[config.mk]
export PLATFORM = sky130hd
export DESIGN_NAME = ofd_decoder
export DESIGN_NICKNAME = d
export VERILOG_FILES = /design/src/ofd_pkg.sv /design/src/ofd_decoder.sv
export SDC_FILE = /design/constraint.sdc
export NUM_CORES = 1
export LEC_CHECK = 0
export BUFFER_PORTS_ARGS = -buffer_cell sky130_fd_sc_hd__buf_2
export CORE_MARGIN = 5
export CORE_UTILIZATION = 45
export DETAILED_ROUTE_END_ITERATION = 10
export PLACE_DENSITY = 0.78
export SYNTH_ARGS = -nofsm -noshare
export SYNTH_HDL_FRONTEND = slang
export SYNTH_SLANG_ARGS = --single-unit
export TNS_END_PERCENT = 1
[constraint.sdc]
create_clock -name hclk -period 1.85 [get_ports hclk]
set_input_delay 0.185 -clock hclk [delete_from_list [all_inputs] [get_ports hclk]]
set_output_delay 0.185 -clock hclk [all_outputs]
set_load 0.01 [all_outputs]
[src/ofd_pkg.sv]
/*
 Constants, formats and carrier structs for the operand field decoder.
 Assumes a core that classifies each fetched word into an ofd_fmt_t.
*/
package ofd_pkg;
  // Instruction format classes supplied by the opcode decoder
  typedef enum logic [3:0] {
    FMT_OTHER, FMT_BYTE, FMT_BIT, FMT_LIT8, FMT_LFSR, FMT_MOVFF,
    FMT_IDX, FMT_GOTO, FMT_CALL, FMT_BRA8, FMT_BRA11, FMT_RETURN, FMT_TBL
  } ofd_fmt_t;

  // Register byte offsets
  localparam logic [7:0] OFF_BANK = 8'h00;
  localparam logic [7:0] OFF_PTR0 = 8'h04;
  localparam logic [7:0] OFF_TABLE_POINTER = 8'h10;
  localparam logic [7:0] OFF_FLAGS = 8'h14;
  localparam logic [7:0] OFF_STATUS = 8'h18;
  localparam int NUM_PTR = 3;

  // Field positions and tags
  localparam int POS_A = 8;
  localparam int POS_D = 9;
  localparam int POS_S_CALL = 8;
  localparam int POS_S_RET = 0;
  localparam logic [3:0] SECOND_TAG = 4'hF;
  localparam logic [7:0] ACCESS_SPLIT = 8'h80;
  localparam logic [3:0] ACCESS_LO_BANK = 4'h0;
  localparam logic [3:0] ACCESS_HI_BANK = 4'hF;
  localparam logic [1:0] IDX_PTR = 2'h2;

  // Widths and reset values
  localparam int BANK_W = 4;
  localparam int ADDR_W = 12;
  localparam int TABLE_POINTER_W = 21;
  localparam int FLAG_W = 5;
  localparam logic [BANK_W-1:0] BANK_RST = 4'h0;
  localparam logic [ADDR_W-1:0] PTR_RST = 12'h000;
  localparam logic [TABLE_POINTER_W-1:0] TABLE_POINTER_RST = 21'h000000;
  localparam logic [FLAG_W-1:0] FLAGS_RST = 5'h00;

  // Table pointer modes and literal widths
  localparam logic [1:0] TM_NONE = 2'h0;
  localparam logic [1:0] TM_POST_INC = 2'h1;
  localparam logic [1:0] TM_POST_DEC = 2'h2;
  localparam logic [1:0] TM_PRE_INC = 2'h3;
  localparam logic [1:0] LW_NONE = 2'h0;
  localparam logic [1:0] LW_8 = 2'h1;
  localparam logic [1:0] LW_12 = 2'h2;
  localparam logic [1:0] LW_20 = 2'h3;

  typedef struct packed {
    logic valid;
    ofd_fmt_t fmt;
    logic [15:0] word;
  } ofd_instr_t;

  typedef struct packed {
    logic [FLAG_W-1:0] mask;
    logic [FLAG_W-1:0] val;
  } ofd_flag_upd_t;

  typedef struct packed {
    logic valid;
    logic nop;
    logic [ADDR_W-1:0] src_addr;
    logic [ADDR_W-1:0] dst_addr;
    logic [7:0] bit_mask;
    logic dst_working_accumulator;
    logic dst_file;
    logic [1:0] ptr_sel;
    logic [19:0] literal;
    logic [1:0] lit_width;
    logic rel_branch;
    logic [TABLE_POINTER_W-1:0] branch_off;
    logic shadow_save;
    logic shadow_restore;
    logic tbl_op;
    logic [1:0] tbl_mode;
  } ofd_dec_t;
endpackage : ofd_pkg

[src/ofd_decoder.sv]
/*
 Operand field decoder with AHB-Lite register slave.
 Assumes instruction words and flag updates come from logic on hclk.
*/
// The AHB-Lite interface to the registers and the placing of the registers were chosen for this implementation.
// Functional notes
// - Access bit clear: address goes to access bank, bank register ignored.
// - Access bit set: bank comes from current bank register contents.
// - Three-bit bit index selects one bit 0..7 of the register.
// - Destination bit clear: result to accumulator, register unchanged.
// - Destination bit set: result written back to addressed register.
// - File field is 8-bit address or 2-bit pointer selector.
// - Move source uses full 12-bit address, no banking.
// - Move destination uses its own full 12-bit address.
// - Literal extracted as 8, 12 or 20 bits, as data or target.
// - Table ops apply none, post-inc, post-dec or pre-inc mode.
// - Branch field signed relative offset, or absolute for call/jump.
// - Fast bit clear: no shadow save or restore.
// - Fast bit set: call saves to shadows, return restores.
// - Table pointer is a 21-bit program memory address register.
// - Indexed source adds 7-bit offset to indirect pointer.
// - Indexed destination adds separate 7-bit offset to pointer.
// - Five ALU flags kept and updated per instruction result.
// - Second word has top nibble ones; alone it acts as no-op.
`timescale 1ns/1ps
module ofd_decoder (
  input wire logic hclk,
  input wire logic hresetn,
  input wire logic hsel,
  input wire logic [31:0] haddr,
  input wire logic [1:0] htrans,
  input wire logic hwrite,
  input wire logic [2:0] hsize,
  input wire logic [31:0] hwdata,
  input wire logic hready,
  output logic hreadyout,
  output logic hresp,
  output logic [31:0] hrdata,
  input wire ofd_pkg::ofd_instr_t instr,
  input wire ofd_pkg::ofd_flag_upd_t flag_upd,
  output ofd_pkg::ofd_dec_t dec,
  output logic [ofd_pkg::TABLE_POINTER_W-1:0] tbl_addr,
  output logic [ofd_pkg::FLAG_W-1:0] alu_flags
);
  logic [ofd_pkg::BANK_W-1:0] bank_select_reg;
  logic [ofd_pkg::ADDR_W-1:0] indirect_pointer_reg [ofd_pkg::NUM_PTR];
  logic [ofd_pkg::TABLE_POINTER_W-1:0] table_pointer_reg;
  logic [ofd_pkg::TABLE_POINTER_W-1:0] table_pointer_next;
  logic [ofd_pkg::TABLE_POINTER_W-1:0] tbl_addr_reg;
  logic [ofd_pkg::TABLE_POINTER_W-1:0] tbl_addr_next;
  logic [ofd_pkg::FLAG_W-1:0] alu_flags_reg;
  logic wr_pend_reg;
  logic rd_pend_reg;
  logic [7:0] bus_addr_reg;
  logic [31:0] rd_data_reg;
  logic [31:0] rd_mux;
  logic pend_valid_reg;
  ofd_pkg::ofd_fmt_t pend_fmt_reg;
  logic [15:0] pend_word_reg;
  ofd_pkg::ofd_dec_t dec_reg;
  ofd_pkg::ofd_dec_t dec_next;

  // Bus decode
  wire ahb_take = hsel && htrans[1] && hready;
  wire wr_bank = wr_pend_reg && bus_addr_reg == ofd_pkg::OFF_BANK;
  wire wr_tbl = wr_pend_reg && bus_addr_reg == ofd_pkg::OFF_TABLE_POINTER;
  assign hreadyout = !rd_pend_reg;
  assign hresp = 1'b0;
  assign hrdata = rd_data_reg;

  // Bus phase tracking; reads take one wait state
  always_ff @(posedge hclk or negedge hresetn) begin
    if (!hresetn) begin
      wr_pend_reg <= 1'b0;
      rd_pend_reg <= 1'b0;
      bus_addr_reg <= 8'h00;
      rd_data_reg <= 32'h00000000;
    end else begin
      wr_pend_reg <= ahb_take && hwrite;
      rd_pend_reg <= ahb_take && !hwrite;
      if (ahb_take) begin
        bus_addr_reg <= haddr[7:0];
      end
      if (rd_pend_reg) begin
        rd_data_reg <= rd_mux;
      end
    end
  end

  // Read mux; unmapped offsets read zero
  always_comb begin
    rd_mux = 32'h00000000;
    case (bus_addr_reg)
      ofd_pkg::OFF_BANK: rd_mux[ofd_pkg::BANK_W-1:0] = bank_select_reg;
      ofd_pkg::OFF_TABLE_POINTER: rd_mux[ofd_pkg::TABLE_POINTER_W-1:0] = table_pointer_reg;
      ofd_pkg::OFF_FLAGS: rd_mux[ofd_pkg::FLAG_W-1:0] = alu_flags_reg;
      ofd_pkg::OFF_STATUS: rd_mux[0] = pend_valid_reg;
      default: begin
        for (int i = 0; i < ofd_pkg::NUM_PTR; i++) begin
          if (bus_addr_reg == ofd_pkg::OFF_PTR0 + 8'(4 * i)) begin
            rd_mux[ofd_pkg::ADDR_W-1:0] = indirect_pointer_reg[i];
          end
        end
      end
    endcase
  end

  // Bank select register
  always_ff @(posedge hclk or negedge hresetn) begin
    if (!hresetn) begin
      bank_select_reg <= ofd_pkg::BANK_RST;
    end else if (wr_bank) begin
      bank_select_reg <= hwdata[ofd_pkg::BANK_W-1:0];
    end
  end

  // Indirect pointer registers, one word each
  generate
    for (genvar g = 0; g < ofd_pkg::NUM_PTR; g++) begin : g_ptr
      localparam logic [7:0] PTR_OFF = ofd_pkg::OFF_PTR0 + 8'(4 * g);
      always_ff @(posedge hclk or negedge hresetn) begin
        if (!hresetn) begin
          indirect_pointer_reg[g] <= ofd_pkg::PTR_RST;
        end else if (wr_pend_reg && bus_addr_reg == PTR_OFF) begin
          indirect_pointer_reg[g] <= hwdata[ofd_pkg::ADDR_W-1:0];
        end
      end
    end
  endgenerate

  // Field extraction
  wire [15:0] w = instr.word;
  wire is_f_word = w[15:12] == ofd_pkg::SECOND_TAG;
  wire first_ok = instr.valid && !pend_valid_reg && !is_f_word;
  wire two_word = instr.fmt == ofd_pkg::FMT_LFSR ||
    instr.fmt == ofd_pkg::FMT_MOVFF || instr.fmt == ofd_pkg::FMT_IDX ||
    instr.fmt == ofd_pkg::FMT_GOTO || instr.fmt == ofd_pkg::FMT_CALL;
  wire start_pair = first_ok && two_word;
  wire [3:0] acc_bank = (w[7:0] >= ofd_pkg::ACCESS_SPLIT) ?
    ofd_pkg::ACCESS_HI_BANK : ofd_pkg::ACCESS_LO_BANK;
  wire [ofd_pkg::ADDR_W-1:0] fa_addr = w[ofd_pkg::POS_A] ?
    {bank_select_reg, w[7:0]} : {acc_bank, w[7:0]};
  wire [ofd_pkg::ADDR_W-1:0] idx_base =
    indirect_pointer_reg[ofd_pkg::IDX_PTR];
  wire tbl_go = first_ok && instr.fmt == ofd_pkg::FMT_TBL;

  // Combinational decode of the accepted word
  always_comb begin
    dec_next = '0;
    dec_next.valid = instr.valid && !start_pair;
    if (pend_valid_reg) begin
      case (pend_fmt_reg)
        ofd_pkg::FMT_MOVFF: begin
          dec_next.src_addr = pend_word_reg[11:0];
          dec_next.dst_addr = w[11:0];
          dec_next.dst_file = 1'b1;
        end
        ofd_pkg::FMT_LFSR: begin
          dec_next.ptr_sel = pend_word_reg[5:4];
          dec_next.literal = {8'h00, pend_word_reg[3:0], w[7:0]};
          dec_next.lit_width = ofd_pkg::LW_12;
        end
        ofd_pkg::FMT_IDX: begin
          dec_next.src_addr = idx_base + {5'h00, pend_word_reg[6:0]};
          dec_next.dst_addr = idx_base + {5'h00, w[6:0]};
          dec_next.dst_file = 1'b1;
        end
        ofd_pkg::FMT_GOTO, ofd_pkg::FMT_CALL: begin
          dec_next.literal = {w[11:0], pend_word_reg[7:0]};
          dec_next.lit_width = ofd_pkg::LW_20;
          dec_next.shadow_save = pend_fmt_reg == ofd_pkg::FMT_CALL &&
            pend_word_reg[ofd_pkg::POS_S_CALL];
        end
        default: dec_next.nop = 1'b1;
      endcase
    end else if (is_f_word) begin
      dec_next.nop = 1'b1;
    end else begin
      case (instr.fmt)
        ofd_pkg::FMT_BYTE: begin
          dec_next.src_addr = fa_addr;
          dec_next.dst_working_accumulator = !w[ofd_pkg::POS_D];
          dec_next.dst_file = w[ofd_pkg::POS_D];
          dec_next.dst_addr = w[ofd_pkg::POS_D] ? fa_addr : '0;
        end
        ofd_pkg::FMT_BIT: begin
          dec_next.src_addr = fa_addr;
          dec_next.bit_mask = 8'h01 << w[11:9];
        end
        ofd_pkg::FMT_LIT8: begin
          dec_next.literal = {12'h000, w[7:0]};
          dec_next.lit_width = ofd_pkg::LW_8;
        end
        ofd_pkg::FMT_BRA8: begin
          dec_next.rel_branch = 1'b1;
          dec_next.branch_off = {{13{w[7]}}, w[7:0]};
        end
        ofd_pkg::FMT_BRA11: begin
          dec_next.rel_branch = 1'b1;
          dec_next.branch_off = {{10{w[10]}}, w[10:0]};
        end
        ofd_pkg::FMT_RETURN: begin
          dec_next.shadow_restore = w[ofd_pkg::POS_S_RET];
        end
        ofd_pkg::FMT_TBL: begin
          dec_next.tbl_op = 1'b1;
          dec_next.tbl_mode = w[1:0];
        end
        default: dec_next.nop = 1'b0;
      endcase
    end
  end

  // Table pointer update; a software write wins over the mode step
  always_comb begin
    table_pointer_next = table_pointer_reg;
    tbl_addr_next = tbl_addr_reg;
    if (tbl_go) begin
      tbl_addr_next = table_pointer_reg;
      case (w[1:0])
        ofd_pkg::TM_POST_INC: table_pointer_next = table_pointer_reg + 21'h1;
        ofd_pkg::TM_POST_DEC: table_pointer_next = table_pointer_reg - 21'h1;
        ofd_pkg::TM_PRE_INC: begin
          table_pointer_next = table_pointer_reg + 21'h1;
          tbl_addr_next = table_pointer_reg + 21'h1;
        end
        default: table_pointer_next = table_pointer_reg;
      endcase
    end
    if (wr_tbl) begin
      table_pointer_next = hwdata[ofd_pkg::TABLE_POINTER_W-1:0];
    end
  end

  // Decode, pointer, flag and pairing state
  always_ff @(posedge hclk or negedge hresetn) begin
    if (!hresetn) begin
      dec_reg <= '0;
      table_pointer_reg <= ofd_pkg::TABLE_POINTER_RST;
      tbl_addr_reg <= ofd_pkg::TABLE_POINTER_RST;
      alu_flags_reg <= ofd_pkg::FLAGS_RST;
      pend_valid_reg <= 1'b0;
      pend_fmt_reg <= ofd_pkg::FMT_OTHER;
      pend_word_reg <= 16'h0000;
    end else begin
      dec_reg <= dec_next;
      table_pointer_reg <= table_pointer_next;
      tbl_addr_reg <= tbl_addr_next;
      alu_flags_reg <= (alu_flags_reg & ~flag_upd.mask) |
        (flag_upd.val & flag_upd.mask);
      if (instr.valid) begin
        pend_valid_reg <= start_pair;
      end
      if (start_pair) begin
        pend_fmt_reg <= instr.fmt;
        pend_word_reg <= w;
      end
    end
  end

  assign dec = dec_reg;
  assign tbl_addr = tbl_addr_reg;
  assign alu_flags = alu_flags_reg;
endmodule : ofd_decoder

# Word-level counts from Yosys, hierarchy flattened
# Cells that the tools add are included.
# totals
reg_bits	222
in_bits	105
out_inout_bits	147
wordCells	144
# op_classes
n_addsub	4
n_lt_le_gt_ge	1
eq_ne	27
shifts	1
mux	41
n_bitwise	4
n_reduce_logical	36
# op_table
op	count
$pmux 22 s2	2
$mux 12	7
$mux 21	3
$pmux 24 s2	1
$mux 22	2
$pmux 21 s2	1
$mux 34	1
$eq 4x3->1 const B	8
$mux 32	1
$eq 4x4->1 const B	7
$mux 25	1
$add 12x7->12	2
$eq 8x5->1 const B	3
$add 21x1->21 const B	1
$sub 21x1->21 const B	1
$mux 9	2
$eq 8x4->1 const B	2
$logic_and 1x1->1	15
$pmux 7 s2	1
$mux 4	3
$pmux 3 s4	1
$and 5x5->5	2
$mux 10	1
$reduce_or 2->1	5
other kinds (23)	41

# Logic depth before layout (Yosys ltp)
# Gate-level depths: netlist (run 1).
# logic_depth
depth_word	8
mapped_depth	9
mapped_depth_nobuf	9

# Least setup slack after synthesis (run 1)
# No wires, ideal clock.
# synth_path
kind	reg2reg
start	register bus_addr_reg[7]
end	register indirect_pointer_reg[14] in the netlist's numbering
setup_time_ns	0.125
arrival_time_ns	1.926
t_required_ns	1.725
slack_ns	-0.201
path_stages_with_launch	7
n_path_buf	1
synth_period_minus_slack_ns	2.051
cell_sequence	dfrtp_1 or4_4 nor3_2 nand2_1 nor3b_2 buf_4 mux2_2
# synth_via
elab_chain_len	2
# synth_lines
element	line_no	rtl
start, declared	ofd_decoder.sv:54	logic [7:0] bus_addr_reg;
start signal, assigned	ofd_decoder.sv:82	bus_addr_reg <= haddr[7:0];
$eq 8x4->1	ofd_decoder.sv:124	end else if (wr_pend_reg && bus_addr_reg == PTR_OFF) begin
$logic_and 1x1->1	ofd_decoder.sv:124	
end signal, assigned by index	ofd_decoder.sv:123	indirect_pointer_reg[g] <= ofd_pkg::PTR_RST;
end signal, assigned by index	ofd_decoder.sv:125	indirect_pointer_reg[g] <= hwdata[ofd_pkg::ADDR_W-1:0];
end, declared	ofd_decoder.sv:46	logic [ofd_pkg::ADDR_W-1:0] indirect_pointer_reg [ofd_pkg::NUM_PTR];
# Every way passes these cells.
# A chain may end at the register's enable or synchronous reset.

# Worst setup path in the final report (run 1)
# layout_path
start	register bus_addr_reg[0]
end	register indirect_pointer_reg[22] in the netlist's numbering
# The elaborated chain is that of the path after synthesis.

==> flow_summary_export.csv, run 1 <==
group,metric,value,unit
worst_setup_path,cp_slowest_cell,"or4_4",
worst_setup_path,crit_chain,"or4_4 -> nor3_4 -> nand2_2 -> nor3b_4 -> buf_6 -> mux2_4",
routing,first_pass_iters,7,
hold_path,whs_path_depth,3,
synthesis,yosysUniqueCellTypes,66,
sta,worst_clock_skew,0.01612,ns
sta,relSlewSlack,0.6554,
die,die_h,161.6,um
clock_network,clockRootBuffer,"clkbuf_16",
die,io_pins,252,
synthesis,ys_warn_count,0,
sta,hold_viol_final,0,
worst_setup_path,crit_type,"register to register",
worst_setup_path,critPathRequiredTime,2.24,ns
run,cap_violations,0,
global_route,grt_pass1_wl,48.96,mm
sta,hold_slack,0.02453,ns
worst_setup_path,slowest_delay,0.57,ns
routing,drc,0,
layout,num-nets-final,1448,
worst_setup_path,worstPathArrival,2.51,ns
worst_setup_path,r2r_cells,6,
run_status,violations,"setup timing",
hold_path,min_to,"dec[67]$_DFF_PN0_",
placed_design,place_area,0.01248,mm2
clock_network,clock_path_buffers,3,
synthesis,syn-cell-area,0.01034,mm2
routing,vias,9089,
synthesis,synth_edf_count,0,
worst_setup_path,worstSetupStartpointType,"register",
clock_network,cts.clk_slew.worst_paths,0.06,ns
global_route,grt_max_degree,53,
global_route,track_usage,0.2317,
worst_setup_path,cp_top_family,"simple AND/OR/NAND/NOR gates",
pwr,peakVddDrop,0.6796,mV
global_route,antenna_found_initial,2,
worst_setup_path,r2r-end,"indirect_pointer_reg[22]$_DFFE_PN0P_",
layout,syn_to_final_growth,35.48,%
sta,tightestPinTransition,0.5150,ns
clock_network,insertion_delay,0.51,ns
layout,utilization,0.6188,
routing,final_antenna_net_count,0,
routing,first_iter_violations,1081,
sta,finalSetupViolations,90,
synthesis,ys_async_sr_fraction,1.000,
synthesis,syn_avg_cell_area,10.51,um2
run_status,status,"finished with violations",
routing,drt-total-wl,31.39,mm
global_route,grt_overflow,0,
synthesis,ys.flop_type,"dfrtp_1",
routing,wl_per_cell,19.28,um
die,die_area,0.02611,mm2
hold_path,hold_path.class,"primary input to register",
placed_design,hpwl,22.58,mm
synthesis,synth_seq_area_share,0.5130,
worst_setup_path,critPathBufInv,1,
die,fp-row-count,55,
sta,finalMaxSlewViolations,0,
worst_setup_path,rr_startpoint,"bus_addr_reg[0]$_DFFE_PN0P_",
layout,final_cell_area,0.01401,mm2
sta,max_freq,470.8,MHz
die,coreArea,0.02264,mm2
worst_setup_path,ff2ff_setup_slack,-0.27,ns
placed_design,port-buffer-count,200,
layout,largest_register_ffs,77,
placed_design,place_congestion,0.9419,
synthesis,ys_ff_latch,212,
sta,finalCriticalPeriod,2.124,ns
sta,rsz0062_at_grt,"true",
sta,post-route-period-util,1.148,
clock_network,cts_tree,"built",
global_route,grt_pass1_vias,9093,
clock_network,htreeDepth,1,
die,initial_utilization,0.4568,
routing,routed_via_density,5.583,
hold_path,min-delay-start,"instr[6]",
synthesis,synthCells,984,
worst_setup_path,worstPathMaxFanout,7,
clock_network,cts_num_sinks,212,
pwr,leakage,0.006752,uW
pwr,power_density,994.5,mW/mm2
clock_network,cts_made_buffers,24,
layout,layout-drive-gt1-share,0.3808,
worst_setup_path,endpoint_kind,"register",
sta,fin_ws,-0.2742,ns
die,die_x,161.6,um
[worst min-delay path, stage by stage]
cell     delay, ns
buf_2         0.17
nand2_1       0.07
o21ai_1       0.06
[cells by family (layout without fill, tap and decap cells)]
logic type                 after synthesis  count (layout)  synth area share
and+or+nand+nor                        325             325            0.1574
DFF                                    212             212            0.5130
AOI/OAI and AO/OA                      194             194            0.1227
buffers and inverters                   99             446           0.04755
muxes                                   82              82           0.09086
xor gates and xnor gates                53              53           0.04489
adders and majority gates               18              18           0.02323
other                                    1              13         0.0003626
[final cells by class]
cell class,instances,area [um2]
clock inverter,13,176.4
inverter,17,63.81
fill,1747,8631
multi-input combinational,684,4806
tap,285,356.6
timing repair buffer,386,2625
antenna,1,2.502
sequential,212,5305
clock buffer,30,674.4
[metal layers]
layer	up-vias	GRT usage	part of all wire
li1	4122	-	-
met1	4403	0.3004	0.40
met2	447	0.3943	0.48
met3	115	0.04134	0.083
met4	2	0.07755	0.039
met5	-	0	0.00041
[repair_timing]
item | CTS | global route
hold endpoints to repair | 116 | 0
setup endpoints to repair | 95 | 109
hold buffers | 42 | 0
pin swaps | 7 | 10
gates resized for setup | 37 | 26
buffers inserted | 0 | 1
[cells in the final DEF, fill, tap and decap left out, types with 23 or more instances in the layout]
cell type,instances
xor2_1,27
nand2_1,92
a22o_1,23
buf_2,199
dfrtp_1,212
clkbuf_16,25
xnor2_1,26
dlygate4sd3_1,42
buf_4,130
nor2_1,82
mux2_2,63
o21ai_0,44
a21oi_1,46
[cells in the mapped netlist, drive strengths merged, types with 3 or more instances]
cell    number  share of area
a21oi       52          0.025
a221o        3         0.0029
a222oi       3         0.0029
a22o        23          0.019
a22oi        8         0.0058
a31oi       12         0.0073
a32oi       11         0.0093
and2        21          0.013
and3        10         0.0060
buf         48          0.029
clkbuf      34          0.012
dfrtp      212           0.51
ha          16          0.019
inv         16         0.0058
mux2        75          0.082
mux2i        5         0.0048
nand2       93          0.034
nand2b      12         0.0073
nand3       22          0.012
nand4       11         0.0067
nor2        85          0.031
nor2b        8         0.0048
nor3        21          0.011
nor3b        6         0.0053
nor4        10         0.0073
o21a         4         0.0029
o21ai       54          0.026
o22ai        4         0.0024
o31ai        4         0.0029
or2          4         0.0024
or3          6         0.0041
or4          8         0.0065
xnor2       26          0.022
xor2        27          0.023
[worst max path at each step]
| stage | startpoint | endpoint | slack, ns | cells past startpoint |
|---|---|---|---|---|
| detailed placement | idx_base[0]$_DFFE_PN0P_ | dec[69]$_DFF_PN0_ | -0.24 | 9 |
| global route | bus_addr_reg[0]$_DFFE_PN0P_ | indirect_pointer_reg[22]$_DFFE_PN0P_ | -0.34 | 6 |
| CTS | bus_addr_reg[7]$_DFFE_PN0P_ | indirect_pointer_reg[19]$_DFFE_PN0P_ | -0.19 | 6 |
| floorplan | bus_addr_reg[7]$_DFFE_PN0P_ | indirect_pointer_reg[14]$_DFFE_PN0P_ | -0.20 | 6 |
| global placement | idx_base[0]$_DFFE_PN0P_ | dec[69]$_DFF_PN0_ | -0.17 | 9 |
| finish | bus_addr_reg[0]$_DFFE_PN0P_ | indirect_pointer_reg[22]$_DFFE_PN0P_ | -0.27 | 6 |
[power breakdown]
| part | total, uW | internal [uW] | switching (uW) |
|---|---|---|---|
| Clock | 5050 | 3140 | 1900 |
| Sequential | 5520 | 5150 | 371 |
| Combinational | 3370 | 1560 | 1810 |
| Total | 13900 | 9850 | 4080 |
[metrics by stage]
step                      total power, uW  cells  setup TNS (ns)  setup WS [ns]
after floorplan                      7178    995          -5.264        -0.2012
after global placement               8583   1541          -7.283        -0.1732
after detailed placement             8675   1541          -10.70        -0.2383
after CTS                           13910   1626          -9.255        -0.1943
after global routing                14560   1628          -22.18        -0.3436
final                               13930   1628          -13.57        -0.2742
(Power assumes the default switching activity.)
==> run 2: changes to the inputs <==
--- a/config.mk
+++ b/config.mk
@@ -10,6 +10,7 @@
 export CORE_UTILIZATION = 45
 export DETAILED_ROUTE_END_ITERATION = 10
 export PLACE_DENSITY = 0.78
+export SKIP_CTS_REPAIR_TIMING = 1
 export SYNTH_ARGS = -nofsm -noshare
 export SYNTH_HDL_FRONTEND = slang
 export SYNTH_SLANG_ARGS = --single-unit
==> run 2 against run 1 <==
The flow still finishes with violations (setup timing). Register-to-register slack better by 0.04 ns. Sequential cell count unchanged. Utilization down 0.58 points. Sequential power about the same. Via count down 1.8%. Clock power about the same. Critical path type unchanged.
==> flow_summary_export.csv, run 2 (synthesis gave the netlist of run 1 again) <==
group,metric,value,unit
hold_path,hold_path.class,"primary input to register",
sta,tightestPinTransition,0.5233,ns
sta,finalMaxSlewViolations,0,
global_route,antenna_found_initial,1,
worst_setup_path,endpoint_kind,"register",
pwr,peakVddDrop,0.6792,mV
run,cap_violations,0,
layout,seqCellArea,0.005305,mm2
sta,relSlewSlack,0.6499,
clock_network,cts_num_sinks,212,
layout,layout-drive-gt1-share,0.3759,
worst_setup_path,cpMostUsedCell,"buf_4",
routing,routed_via_density,5.494,
placed_design,hpwl,22.58,mm
die,die_h,161.6,um
placed_design,dp.cells,1541,
sta,fin_ws,-0.2380,ns
clock_network,clockRootBuffer,"clkbuf_16",
pwr,leakage,0.006727,uW
worst_setup_path,cp_slowest_cell,"or4_4",
worst_setup_path,slowest_delay,0.57,ns
routing,first_pass_iters,8,
routing,drc,0,
clock_network,cts_made_buffers,24,
global_route,track_usage,0.2237,
worst_setup_path,worstPathArrival,2.47,ns
die,fp-row-count,55,
worst_setup_path,crit_chain,"or4_4 -> nor3_4 -> buf_4 -> and3_1 -> buf_4 -> mux2_2",
worst_setup_path,critPathRequiredTime,2.24,ns
pwr,power_density,997.8,mW/mm2
clock_network,htreeDepth,1,
layout,syn_to_final_growth,34.20,%
layout,num-nets-final,1444,
worst_setup_path,cp_top_family,"simple AND/OR/NAND/NOR gates",
clock_network,clock_path_buffers,3,
placed_design,port-buffer-count,200,
global_route,grt_pass1_vias,8803,
sta,finalSetupViolations,89,
sta,worst_clock_skew,0.02043,ns
run_status,violations,"setup timing",
routing,vias,8923,
sta,rsz0062_at_grt,"true",
die,coreArea,0.02264,mm2
worst_setup_path,worstPathMaxFanout,5,
layout,multi_input_area,0.004723,mm2
die,io_pins,252,
routing,final_antenna_net_count,0,
worst_setup_path,crit_type,"register to register",
routing,wl_per_cell,19.04,um
worst_setup_path,worstSetupStartpointType,"register",
sta,post-route-period-util,1.129,
die,die_x,161.6,um
die,initial_utilization,0.4568,
worst_setup_path,critPathBufInv,2,
layout,nFillCells,1754,
sta,finalCriticalPeriod,2.088,ns
sta,hold_viol_final,0,
routing,drt-total-wl,30.92,mm
global_route,grt_overflow,0,
pwr,power,13850,uW
clock_network,cts_tree,"built",
sta,hold_slack,0.001598,ns
placed_design,place_area,0.01248,mm2
clock_network,cts.clk_slew.worst_paths,0.06,ns
global_route,grt_max_degree,53,
run_status,status,"finished with violations",
layout,final_common_cell,"dfrtp_1",
layout,final_cell_area,0.01388,mm2
die,die_area,0.02611,mm2
sta,setup-tns-final,-11.26,ns
clock_network,insertion_delay,0.51,ns
layout,largest_register_ffs,77,
sta,max_freq,478.9,MHz
layout,layoutNonFillerInstCount,1624,
layout,layout_common_cells,"dfrtp_1, buf_2, buf_4, nand2_1, nor2_1",
global_route,grt_pass1_wl,47.42,mm
routing,first_iter_violations,1155,
placed_design,place_congestion,0.9419,
[run 2: cell types whose count changed in the layout (fill, tap and decap cells not counted), sizes merged]
cell | previous run | this run
buf | 343 | 342
dlygate4sd3 | 42 | 39
[run 2: final cells by class]
type	count	area share
sequential	212	0.3823
multi-input combinational	684	0.3403
timing repair buffer	382	0.1856
clock buffer	30	0.04859
tap	285	0.02569
clock inverter	13	0.01271
inverter	17	0.004598
antenna	1	0.0001803
[run 2: worst register-to-register path, delay by kind of cell, from the launching register on]
family	cells	cell delay [ns]
DFF	1	0.38
and+or+nand+nor	3	0.93
muxes	1	0.34
buffers and inverters	2	0.33
[run 2: report_power, final]
part           switching [uW]  internal (uW)
logic                    1770           1520
registers                 368           5150
clock network            1900           3140
total                    4040           9810
[run 2: path summary, 6_finish.rpt]
path	start	to	slack, ns	cells after the start
worst max-delay path	bus_addr_reg[0]$_DFFE_PN0P_	indirect_pointer_reg[35]$_DFFE_PN0P_	-0.24	6
worst min-delay path	hwdata[5]	table_pointer_reg[5]$_DFFE_PN0P_	0.002	3
worst max register to register	bus_addr_reg[0]$_DFFE_PN0P_	indirect_pointer_reg[35]$_DFFE_PN0P_	-0.24	6
worst min register to register	tbl_addr[9]$_DFFE_PN0P_	tbl_addr[9]$_DFFE_PN0P_	0.47	2
min in group asynchronous	hresetn	dec[76]$_DFF_PN0_	0.19	2
max in group asynchronous	hresetn	tbl_addr[13]$_DFFE_PN0P_	1.01	3
[run 2: stage by stage]
step,setup WS [ns],util
2_1_floorplan,-0.2012,-
4_1_cts,-0.2572,0.5889
5_1_grt,-0.3047,0.6130
6_report,-0.2380,0.6130
3_5_place_dp,-0.2383,0.5513
3_3_place_gp,-0.1732,0.5513
[run 2: routing by layer]
metal	routed length (um)	GRT usage	vias up
met5	0	0	-
li1	-	-	4111
met1	12630	0.3003	4329
met2	14780	0.3710	394
met3	2433	0.03904	89
met4	1085	0.07212	0
